==> src/core/srxb_pkg.sv <==
// package: register map, field positions and constants of the serial receive/baud block
package srxb_pkg;
    // register offsets (8-bit space)
    localparam logic [7:0] ADDR_STATUS_ONE = 8'h3B; // receive_status_one
    localparam logic [7:0] ADDR_STATUS_TWO = 8'h3C; // receive_status_two
    localparam logic [7:0] ADDR_DATA       = 8'h3D; // serial_data_buffer
    localparam logic [7:0] ADDR_BIT_RATE   = 8'h3E; // bit_rate_select
    localparam logic [7:0] ADDR_CONTROL    = 8'h3F; // control_three subset
    localparam logic [7:0] ADDR_IRQ_STATUS = 8'h40; // sticky event status
    localparam logic [7:0] ADDR_IRQ_ENABLE = 8'h41; // event enable
    localparam logic [7:0] ADDR_IRQ_CLEAR  = 8'h42; // write one to clear
    // status one bit positions
    localparam int S1_RXFULL  = 5;
    localparam int S1_FRAMING = 1;
    localparam int S1_PARITY  = 0;
    // status two bit positions
    localparam int S2_BREAK  = 1;
    localparam int S2_ACTIVE = 0;
    // control bit positions
    localparam int C_NINTH   = 7;
    localparam int C_NINEBIT = 4;
    localparam int C_PAR_EN  = 3;
    localparam int C_PAR_ODD = 2;
    localparam int C_FE_IE   = 1;
    localparam int C_PE_IE   = 0;
    // bit rate fields
    localparam int BR_PS_LSB = 4;
    localparam int BR_RS_LSB = 0;
    // irq event bit positions
    localparam int EV_FRAMING = 0;
    localparam int EV_PARITY  = 1;
    // divider figures
    localparam int BASE_DIV   = 64;
    localparam int OVERSAMPLE = 16;
    localparam int TICK_DIV   = BASE_DIV / OVERSAMPLE;
    localparam logic [3:0] PS_DIV_0 = 4'h1;
    localparam logic [3:0] PS_DIV_1 = 4'h3;
    localparam logic [3:0] PS_DIV_2 = 4'h4;
    localparam logic [3:0] PS_DIV_3 = 4'hD;
    localparam logic [7:0] ZERO8 = 8'h00;
    localparam int IDLE_BITS = 10;
endpackage

==> src/core/srxb_top.sv <==
// serial receiver status flags, data register and baud generator
//
// Added by the designer: the plain strobed port.
`timescale 1ns/10ps
// Behaviour
// - low stop bit sets framing flag, irq
// - status-one read then data read clears framing
// - parity mismatch sets parity flag, irq
// - status-one then data read clears parity
// - status two: zeros, break, active bits
// - break sets break, framing, full; clears ninth
// - break flag no irq; status-two/data clear
// - break rearms only after line high
// - low at first slot sets active flag
// - false start or idle clears active
// - prescaler select decodes 1,3,4,13
// - rate select decodes two to power
// - bit rate clock over 64*pd*bd
// - status-one then data read clears full
// - clear only flags seen at status read
module srxb_top
    import srxb_pkg::*;
(
    // clock and reset
    input  wire logic       clock,
    input  wire logic       resetn,
    // register port
    input  wire logic [7:0] addr,
    input  wire logic [7:0] wdata,
    input  wire logic       wr,
    input  wire logic       rd,
    output logic      [7:0] rdata,
    // serial line
    input  wire logic       serial_input_pin,
    // transmit side
    output logic      [7:0] tx_data,
    output logic            tx_load,
    // interrupt
    output logic            irq
);
    typedef enum logic [2:0] {
        SRXB_IDLE  = 3'b000,
        SRXB_START = 3'b001,
        SRXB_DATA  = 3'b011,
        SRXB_STOP  = 3'b010
    } srxb_state_t;

    //////////////////////////////////////////////////////////////////////////
    // input synchroniser, three stages
    logic [2:0] sync;
    logic       line;            // filtered line level
    logic       next_line;
    always_comb begin
        next_line = (sync[1] == sync[2]) ? sync[2] : line;
    end
    always_ff @(posedge clock or negedge resetn) begin
        if (!resetn) begin
            sync <= 3'h7;
            line <= 1'b1;
        end else begin
            sync <= {sync[1:0], serial_input_pin};
            line <= next_line;
        end
    end

    //////////////////////////////////////////////////////////////////////////
    // registers and state
    logic [7:0]  bit_rate_select;    // prescale in 5:4, rate in 2:0
    logic [7:0]  control_three;      // enables and ninth bit
    logic [7:0]  serial_data_buffer; // received byte, unaffected by reset
    logic [7:0]  irq_status, irq_enable;
    logic        framing_error_flag, parity_error_flag, receiver_full_flag;
    logic        break_flag, reception_active_flag, break_armed;
    logic [2:0]  seen_one;           // flags captured at status-one read
    logic        seen_two;           // break captured at status-two read
    srxb_state_t state;
    logic [3:0]  slot;               // sample slot within a bit
    logic [3:0]  bit_idx;            // data bit number
    logic [8:0]  shift;              // receive shift register
    logic [3:0]  idle_cnt;           // consecutive high bits
    logic        par_acc;            // running parity

    logic        sample_tick;
    srxb_rate_gen u_rate (
        .clock        (clock),
        .resetn       (resetn),
        .prescale_sel (bit_rate_select[BR_PS_LSB +: 2]),
        .rate_sel     (bit_rate_select[BR_RS_LSB +: 3]),
        .sample_tick  (sample_tick)
    );

    //////////////////////////////////////////////////////////////////////////
    // receive engine next-state
    srxb_state_t next_state;
    logic [3:0]  next_slot, next_bit_idx, next_idle_cnt;
    logic [8:0]  next_shift;
    logic        next_par_acc;
    logic        ev_char, ev_break, ev_frame, ev_parity, ev_false, ev_idle, ev_start;
    logic [3:0]  nbits;
    logic        sample_point;
    always_comb begin
        next_state    = state;
        next_slot     = slot;
        next_bit_idx  = bit_idx;
        next_shift    = shift;
        next_par_acc  = par_acc;
        next_idle_cnt = idle_cnt;
        ev_char = 1'b0; ev_break = 1'b0; ev_frame = 1'b0;
        ev_parity = 1'b0; ev_false = 1'b0; ev_idle = 1'b0; ev_start = 1'b0;
        nbits = control_three[C_NINEBIT] ? 4'h9 : 4'h8;
        sample_point = (slot == 4'h8);
        if (sample_tick) begin
            next_slot = slot + 4'h1;
            case (state)
                SRXB_IDLE: begin
                    // slot runs free so whole idle bit times can be counted
                    if (!line) begin           // low at first slot
                        ev_start   = 1'b1;
                        next_slot  = 4'h1;
                        next_state = SRXB_START;
                    end
                end
                SRXB_START: begin
                    if (sample_point && line) begin
                        ev_false   = 1'b1;
                        next_state = SRXB_IDLE;
                    end else if (slot == 4'hF) begin
                        next_state   = SRXB_DATA;
                        next_bit_idx = 4'h0;
                        next_par_acc = 1'b0;
                    end
                end
                SRXB_DATA: begin
                    if (sample_point) begin
                        next_shift   = {line, shift[8:1]};
                        next_par_acc = par_acc ^ line;
                    end
                    if (slot == 4'hF) begin
                        next_bit_idx = bit_idx + 4'h1;
                        if (bit_idx == nbits - 4'h1)
                            next_state = SRXB_STOP;
                    end
                end
                SRXB_STOP: begin
                    if (sample_point) begin
                        next_state = SRXB_IDLE;
                        ev_char    = 1'b1;
                        ev_frame   = !line;
                        // eight-bit mode leaves a stale bit in shift[0]
                        ev_break   = !line && break_armed && ((control_three[C_NINEBIT] ?
                                     shift : {shift[8:1], 1'b0}) == 9'h000);
                        ev_parity  = control_three[C_PAR_EN] &&
                                     (par_acc != control_three[C_PAR_ODD]);
                        next_idle_cnt = 4'h0;
                    end
                end
                default: next_state = SRXB_IDLE;
            endcase
            // idle character counted in whole bit times of high line
            if (state == SRXB_IDLE && slot == 4'hF) begin
                if (!line)
                    next_idle_cnt = 4'h0;
                else if (idle_cnt != 4'(IDLE_BITS))
                    next_idle_cnt = idle_cnt + 4'h1;
            end
            if (state == SRXB_IDLE && line && slot == 4'hF && idle_cnt == 4'(IDLE_BITS - 1))
                ev_idle = 1'b1;
        end
    end
    always_ff @(posedge clock or negedge resetn) begin
        if (!resetn) begin
            state    <= SRXB_IDLE;
            slot     <= 4'h0;
            bit_idx  <= 4'h0;
            shift    <= 9'h000;
            par_acc  <= 1'b0;
            idle_cnt <= 4'h0;
        end else begin
            state    <= next_state;
            slot     <= next_slot;
            bit_idx  <= next_bit_idx;
            shift    <= next_shift;
            par_acc  <= next_par_acc;
            idle_cnt <= next_idle_cnt;
        end
    end

    //////////////////////////////////////////////////////////////////////////
    // flags, registers and read data next values
    logic        rd_s1, rd_s2, rd_dat, clr_data;
    logic        next_fe, next_pe, next_rf, next_bk, next_ra, next_armed, next_irq;
    logic [2:0]  next_seen_one;
    logic        next_seen_two;
    logic [7:0]  next_brs, next_ctl, next_buf, next_irq_status, next_irq_enable;
    logic [7:0]  next_rdata, next_tx_data;
    logic        next_tx_load;
    logic [7:0]  ev_vec;
    always_comb begin
        rd_s1  = rd && addr == ADDR_STATUS_ONE;
        rd_s2  = rd && addr == ADDR_STATUS_TWO;
        rd_dat = rd && addr == ADDR_DATA;
        // clear only what the status read saw; new sets win
        next_fe = (framing_error_flag && !(rd_dat && seen_one[S1_FRAMING]))
                  || ev_frame || ev_break;
        next_pe = (parity_error_flag && !(rd_dat && seen_one[S1_PARITY]))
                  || ev_parity;
        next_rf = (receiver_full_flag && !(rd_dat && seen_one[2]))
                  || ev_char;
        next_bk = (break_flag && !(rd_dat && seen_two)) || ev_break;
        // break rearms after line high
        next_armed = ev_break ? 1'b0 : (line ? 1'b1 : break_armed);
        next_ra = ev_start ? 1'b1 : ((ev_false || ev_idle || ev_char) ? 1'b0
                  : reception_active_flag);
        next_seen_one = seen_one;
        if (rd_s1)
            next_seen_one = {receiver_full_flag, framing_error_flag, parity_error_flag};
        else if (rd_dat)
            next_seen_one = 3'h0;
        next_seen_two = rd_s2 ? break_flag : (rd_dat ? 1'b0 : seen_two);
        // received byte and ninth bit
        next_buf = serial_data_buffer;
        next_ctl = control_three;
        if (ev_char) begin
            next_buf = control_three[C_NINEBIT] ? shift[7:0] : shift[8:1];
            next_ctl[C_NINTH] = control_three[C_NINEBIT] ? (shift[8] && !ev_break)
                                : shift[8];
        end
        next_brs = bit_rate_select;
        next_irq_enable = irq_enable;
        next_tx_data = tx_data;
        next_tx_load = 1'b0;
        clr_data = 1'b0;
        if (wr) begin
            case (addr)
                ADDR_BIT_RATE:   next_brs = wdata & 8'h37;
                ADDR_CONTROL:    next_ctl = {next_ctl[C_NINTH], wdata[6:0]};
                ADDR_IRQ_ENABLE: next_irq_enable = wdata;
                ADDR_DATA: begin
                    next_tx_data = wdata;
                    next_tx_load = 1'b1;
                end
                ADDR_IRQ_CLEAR:  clr_data = 1'b1;
                default:         clr_data = 1'b0;
            endcase
        end
        ev_vec = ZERO8;
        ev_vec[EV_FRAMING] = ev_frame || ev_break;
        ev_vec[EV_PARITY]  = ev_parity;
        next_irq_status = (irq_status & ~(clr_data ? wdata : ZERO8)) | ev_vec;
        // error request from flags gated by enables; break and active never request
        next_irq = (next_fe && next_ctl[C_FE_IE]) || (next_pe && next_ctl[C_PE_IE])
                   || |(next_irq_status & next_irq_enable);
        next_rdata = ZERO8;
        if (rd) begin
            case (addr)
                ADDR_STATUS_ONE: next_rdata = {2'h0, receiver_full_flag, 3'h0,
                                               framing_error_flag, parity_error_flag};
                ADDR_STATUS_TWO: next_rdata = {6'h00, break_flag, reception_active_flag};
                ADDR_DATA:       next_rdata = serial_data_buffer;
                ADDR_BIT_RATE:   next_rdata = bit_rate_select;
                ADDR_CONTROL:    next_rdata = control_three;
                ADDR_IRQ_STATUS: next_rdata = irq_status;
                ADDR_IRQ_ENABLE: next_rdata = irq_enable;
                default:         next_rdata = ZERO8;
            endcase
        end
    end

    // received byte keeps its value through reset
    always_ff @(posedge clock) begin
        serial_data_buffer <= next_buf;
    end

    // register flags, control registers and outputs
    always_ff @(posedge clock or negedge resetn) begin
        if (!resetn) begin
            framing_error_flag    <= 1'b0;
            parity_error_flag     <= 1'b0;
            receiver_full_flag    <= 1'b0;
            break_flag            <= 1'b0;
            reception_active_flag <= 1'b0;
            break_armed           <= 1'b1;
            seen_one              <= 3'h0;
            seen_two              <= 1'b0;
            bit_rate_select       <= ZERO8;
            control_three         <= ZERO8;
            irq_status            <= ZERO8;
            irq_enable            <= ZERO8;
            rdata                 <= ZERO8;
            tx_data               <= ZERO8;
            tx_load               <= 1'b0;
            irq                   <= 1'b0;
        end else begin
            framing_error_flag    <= next_fe;
            parity_error_flag     <= next_pe;
            receiver_full_flag    <= next_rf;
            break_flag            <= next_bk;
            reception_active_flag <= next_ra;
            break_armed           <= next_armed;
            seen_one              <= next_seen_one;
            seen_two              <= next_seen_two;
            bit_rate_select       <= next_brs;
            control_three         <= next_ctl;
            irq_status            <= next_irq_status;
            irq_enable            <= next_irq_enable;
            rdata                 <= next_rdata;
            tx_data               <= next_tx_data;
            tx_load               <= next_tx_load;
            irq                   <= next_irq;
        end
    end
endmodule

==> src/core/srxb_rate_gen.sv <==
// bit rate generator: sixteen-times-bit-rate sample tick
`timescale 1ns/10ps
module srxb_rate_gen
    import srxb_pkg::*;
(
    // clock and reset
    input  wire logic       clock,
    input  wire logic       resetn,
    // selects
    input  wire logic [1:0] prescale_sel,
    input  wire logic [2:0] rate_sel,
    // tick out
    output logic            sample_tick
);
    logic [3:0]  prescale_divisor;  // decoded prescaler
    logic [7:0]  rate_divisor;      // decoded rate divisor
    logic [15:0] limit;             // cycles per sample tick
    logic [15:0] count;             // running count
    logic [15:0] next_count;
    logic        next_tick;

    // decode selects into divisors
    always_comb begin
        case (prescale_sel)
            2'h0:    prescale_divisor = PS_DIV_0;
            2'h1:    prescale_divisor = PS_DIV_1;
            2'h2:    prescale_divisor = PS_DIV_2;
            default: prescale_divisor = PS_DIV_3;
        endcase
        rate_divisor = 8'h01 << rate_sel;
        // 64*pd*bd per bit, sixteen ticks per bit
        limit = 16'(TICK_DIV * prescale_divisor * rate_divisor);
    end

    // next counter value
    always_comb begin
        if (count >= limit - 16'h0001) begin
            next_count = 16'h0000;
            next_tick  = 1'b1;
        end else begin
            next_count = count + 16'h0001;
            next_tick  = 1'b0;
        end
    end

    // register counter
    always_ff @(posedge clock or negedge resetn) begin
        if (!resetn) begin
            count       <= 16'h0000;
            sample_tick <= 1'b0;
        end else begin
            count       <= next_count;
            sample_tick <= next_tick;
        end
    end
endmodule

==> config.mk <==
export PLATFORM = sky130hd
export DESIGN_NAME = srxb_top
export DESIGN_NICKNAME = d
export VERILOG_FILES = /design/src/core/srxb_pkg.sv /design/src/core/srxb_top.sv /design/src/core/srxb_rate_gen.sv
export SDC_FILE = /design/constraint.sdc
export NUM_CORES = 1
export LEC_CHECK = 0
export ABC_AREA = 1
export BUFFER_PORTS_ARGS = -buffer_cell sky130_fd_sc_hd__buf_2
export CAP_MARGIN = 25
export CORE_MARGIN = 2
export CORE_UTILIZATION = 56
export CTS_CLUSTER_DIAMETER = 150
export DETAILED_ROUTE_END_ITERATION = 7
export GPL_TIMING_DRIVEN = 0
export HOLD_SLACK_MARGIN = 0.02
export PLACE_DENSITY = 0.86
export REMOVE_ABC_BUFFERS = 1
export SYNTH_ARGS = -nofsm -noshare
export SYNTH_HDL_FRONTEND = slang
export SYNTH_HIERARCHICAL = 1
export SYNTH_SLANG_ARGS = --single-unit
==> constraint.sdc <==
create_clock -name clock -period 4.54 [get_ports clock]
set_input_delay 0 -clock clock [delete_from_list [all_inputs] [get_ports clock]]
set_output_delay 0 -clock clock [all_outputs]
set_load 0.005 [all_outputs]
======== Word-level counts from Yosys, hierarchy flattened ========
Index checks and enable logic that the tools add are counted.
storage, ports and cells
  register bits ........................... 111
  output and inout bits ................... 18
  bits of input ports ..................... 21
cells by class
  multipliers ............................. 1
  add/sub/neg operators ................... 6
  reduce and logical (&&, ||, !) cells .... 54
  shift-type cells ........................ 1
  multiplexer cells ....................... 69
  bitwise logic cells ..................... 5
  equality and inequality tests ........... 28
  magnitude comparators ................... 1
operator list
  operator                 count
  $pmux W8 S7              1
  $eq A8 B6 Y1 const B     5
  $mux W4                  10
  $mux W8                  5
  $mux W1                  38
  $eq A8 B7 Y1 const B     3
  $mux W3                  8
  $logic_and A1 B1 Y1      22
  $add A16 B1 Y16 const B  1
  $and A8 B8 Y8            2
  $ge A16 B16 Y1           1
  $mux W16                 1
  $sub A15 B1 Y16 const B  1
  $ne A2 B2 Y1 const B     7
  $add A4 B1 Y4 const B    3
  $eq A4 B4 Y1 const B     3
  $mul A4 B8 Y12           1
  $pmux W3 S4              1
  $pmux W4 S3              1
  $logic_or A1 B1 Y1       10
  $reduce_and A5 Y1        2
  $reduce_bool A2 Y1       5
  $logic_not A9 Y1         1
  $not A8 Y8               1
  other kinds (23)         32

======== Depth between registers and ports, before layout ========
  word-level depth ........................ 11
  gate-level depth with buffers ........... 27
  gate-level depth less buffers ........... 26

======== Modules after synthesis ========
The synthesis kept the hierarchy.
modules (own cells, without submodules)
  module         instances  sequential area each (µm²)  area each (µm²)  cells an instance
  srxb_top       1          2,373.5                     4,513.1          512
  srxb_rate_gen  1          425.4                       2,479.9          354

======== Worst setup path before layout ========
Ideal clock, no wire load.
  path type ............................... reg-to-reg
  start ................................... reg bit_rate_select[0]
  end ..................................... reg u_rate.count[10]
  arrival time ............................ 4.495 ns
  buffers on the path ..................... 1
  stages on the path, launching flop included .. 26
  setup time .............................. 0.072 ns
  period minus slack after synthesis ...... 4.566 ns
  path slack .............................. -0.026 ns
  path through ............................ dfrtp_1 nor2_2 nand2_1 nor2_1 nand2_1 fa_1 inv_1 fa_1 inv_1 fa_1 nand2_1 nor2_1 nand2_1 inv_1 nand3_1 nor2_2 nand4_1 inv_1 nand2_1 ha_1 nand4_1 a21oi_1 nor3_1 nand3_2 buf_2 nor2_1
on the way
  longest elaborated chain between the ends .. 5
ends and longest elaborated chain
  element                          RTL line             RTL
  start: declaration               srxb_top.sv:68       logic [7:0] bit_rate_select;
  start signal: assignment         srxb_top.sv:302      bit_rate_select <= next_brs;
  $shl A1 B3 Y8                    srxb_rate_gen.sv:30  rate_divisor = 8'h01 << rate_sel;
  $mul A4 B8 Y12                   srxb_rate_gen.sv:32  limit = 16'(TICK_DIV * prescale_divisor * rate_divisor);
  $sub A15 B1 Y16                  srxb_rate_gen.sv:37  if (count >= limit - 16'h0001) begin
  $ge A16 B16 Y1                   srxb_rate_gen.sv:37
  $mux W16                         srxb_rate_gen.sv:37
  named net u_rate.next_count[10]  srxb_rate_gen.sv:19  logic [15:0] next_count;
  end signal: assignment           srxb_rate_gen.sv:52  count <= next_count;
  end: declaration                 srxb_rate_gen.sv:18  logic [15:0] count;
The timed path passes the listed nets, and every way through them passes these cells.
A chain may end at the register's enable or synchronous reset.

======== Worst setup path after layout ========
  start ................................... reg bit_rate_select[1]
  end ..................................... reg u_rate.count[8]
The elaborated chain is that of the path after synthesis.

==> results.ini <==
[synth]
yosysWarnings = 6
yosysMostFrequentCell = nand2_1
syn_area_um2 = 6990
synth_cell_types = 49
async_flop_share_pct = 92.7
syn_area_per_cell_um2 = 8.08
yosysSeqAreaShare_pct = 40.0
netlist.top_cell.by_area = dfrtp_1
netlist_instances = 866
synth_top_area_share_pct = 34.7
synth_seq_cells = 110
synth_ff_type = dfrtp_1
synth_edf_count = 8
synth_area_leaders = dfrtp_1 (35%), nand2_1 (11%), ha_1 (6.8%), inv_1 (6.8%), nor2_1 (4.1%)
ys_top_cells_by_count = nand2_1 (198), inv_1 (126), dfrtp_1 (97)

[sta]
grt_setup_unrepaired = true
skew_ps = 14.9
worstMarginPinSlew_ps = 566
clock.fmax_mhz = 208
timing.final.crit_share_pct = 106
setup-tns-final_ps = -3970
hold_viol_final = 0
setup_ws_ps = -257
fin_crit_ps = 4800
setup_viol = 17
relSlewSlack_pct = 62.3
slew_violations = 0

[die]
start_util_pct = 57.7
die_height_um = 116
core_area_um2 = 12100
num_rows = 40
dieArea_um2 = 13400
die_x_um = 116
num_io_pins = 39

[cells_and_area]
nNetsFinal = 1011
num_antenna_cells = 0
area_delta_synth_final_pct = 18.9
design_area_um2 = 8320
fill_cells = 878
drive_above_1_share_pct = 23.1
stdcell_count = 1113

[power]
power.share.sequential_pct = 43.8
clkPwrFrac_pct = 32.0
power_mw = 2.70
vdd_drop_max_uv = 324
p_per_area_nw_per_um2 = 325
p_leak_nw = 4.02
intPower_mw = 1.79
p_sw_mw = 0.910
combPwrFrac_pct = 24.1
power_switching_share_pct = 33.7

[clock_network]
root_buffer = clkbuf_16
clkTransAtPathRegs_ps = 80
htree_levels = 3
cts.sinks = 110
clk_path_buf_depth = 2
cts_buffers = 9
worstSkewPairLatency_ps = 360
tritoncts = built

[placed_design]
placed_cell_area_um2 = 7370
gp_congestion = 0.881
io_buffers = 38
place_ws_ps = -560
dp_hpwl_um = 11200
numPlacedInstances = 1063

[route]
num_vias = 6250
drc = 0
drt_iter0_markers = 413
dr.pass1.iters = 6
routed_via_density = 5.62
wl_um = 17700
wl_per_cell_um = 15.9
detail-route-antenna-nets = 0

[critical_path]
arrival_ps = 5090
crit_type = reg -> reg
cp.required_ps = 4830
max_stage_delay_ps = 600
critPathSlowestCell = fa_1
cp-start-kind = flip-flop
path_cells = inv_1 > nor3_2 > nand2_1 > fa_1 > inv_2 > fa_1 > inv_2 > fa_2 > inv_2 > nand3_1 > nand3_1 > nand2_4 > nand3_4 > buf_4 > xor2_1 > ha_1 > nand2_1 > inv_1 > o21ai_2 > a21oi_2 > nor3_2 > nand3_2 > buf_12 > nor2_4
crit_top_cell = inv_2
critPathCaptureType = flip-flop
path_max_fanout = 8

[global_route]
grt_use_total_pct = 27.1
grt_pass1_vias = 6234
grt_max_degree = 73
grt_pass1_wl_um = 28600
overflow = 0
antenna_found_initial = 0

[status]
outcome = finished, violations left
violations = setup timing

[worst_hold_path]
hp-class = in -> reg

[job]
max-cap-violations = 0

==> cell type report <==
type | instances | area [um2] | share of cell area (%)
multi-input cells | 610 | 3930 | 47.2
flip-flops and latches | 110 | 2810 | 33.7
repair buffers | 73 | 531 | 6.38
inverters | 136 | 513 | 6.17
clock buffers | 9 | 225 | 2.71
well taps | 168 | 210 | 2.53
clock inverters | 7 | 108 | 1.29
==> placed cells by master, fill, tap and decap left out, drive strengths merged, types with 2 or more instances in the layout <==
cell         count
a21oi           38
nand4           18
dfrtp           97
clkbuf           9
mux2             7
clkinv           2
nand2          214
xor2            13
dlygate4sd3     11
xnor2           10
and3             2
o21a             4
fa              12
inv            140
o211ai           2
o21ai           59
o22ai            4
nand3           62
o2bb2ai          2
nor2            96
edfxtp           8
nor3            18
o32ai            2
ha              38
buf             62
dfstp            5
==> worst max-delay path: cells and delay by family (launching register included) <==
| family | cells | cell delay, ps |
|---|---|---|
| adder cells (fa/ha/maj) | 4 | 1850 |
| AND/OR/NAND/NOR | 10 | 1410 |
| buffers and inverters | 7 | 670 |
| flip-flops | 1 | 440 |
| AO/OA/AOI/OAI | 2 | 200 |
| XOR/XNOR | 1 | 150 |
==> cells by family (layout without fill, tap and decap cells) <==
family / count (synthesis) / after routing / synth area share [%]
AND/OR/NAND/NOR: 413 / 413 / 28.1
XOR/XNOR: 23 / 23 / 2.88
AO/OA/AOI/OAI: 116 / 116 / 9.43
flip-flops: 110 / 110 / 40.0
adder cells (fa/ha/maj): 51 / 51 / 10.4
multiplexers: 7 / 7 / 1.13
buffers and inverters: 146 / 225 / 8.11
==> final timing paths <==
path	startpoint	end	slack, ps	cells after the start
min reg2reg	sync[0]	sync[1]	360	0
min in group asynchronous	resetn	seen_one[0]	160	2
min	wr	control_three[1]	90	3
max reg2reg	bit_rate_select[1]	u_rate/count[8]	-260	24
max in group asynchronous	resetn	line	3660	3
max	bit_rate_select[1]	u_rate/count[8]	-260	24
==> sequential cells by signal, indices dropped and copies added, names as in the netlist, 5 cells and up <==
name,cells
irq_status,8
rdata,8
bit_rate_select,5
irq_enable,8
tx_data,8
shift,9
serial_data_buffer,8
control_three,8
u_rate/count,16
==> layer usage <==
layer | share of wire, % | vias to the layer above | track usage (%)
met5 | 0 | - | 0
met2 | 51 | 240 | 48.1
met1 | 40 | 2999 | 32.7
met4 | 3.9 | 0 | 11.2
li1 | - | 2946 | -
met3 | 4.7 | 65 | 4.71
==> through the flow <==
step	hold slack (ps)	utilization (%)
2_1_floorplan	-296	-
3_3_place_gp	105	60.6
5_1_grt	95.6	68.7
4_1_cts	71.8	67.5
6_report	85.8	68.7
3_5_place_dp	-37.1	60.8
==> power groups by stage <==
stage / combinational [mW] / sequential (mW) / clock, mW
after CTS: 0.637 / 1.18 / 0.876
after global placement: 0.454 / 1.19 / 0
final: 0.652 / 1.19 / 0.865
after global routing: 0.719 / 1.20 / 0.916
after floorplan: 0.355 / 1.17 / 0
after detailed placement: 0.476 / 1.20 / 0
==> timing repair <==
action,CTS,global route
buffers inserted,20,4
setup endpoints to repair,17,17
hold endpoints to repair,122,0
hold buffers,11,0
resized for setup,45,52
gates cloned,2,0
pin swaps,20,32
No activity file was read; power rests on OpenSTA's default activity.
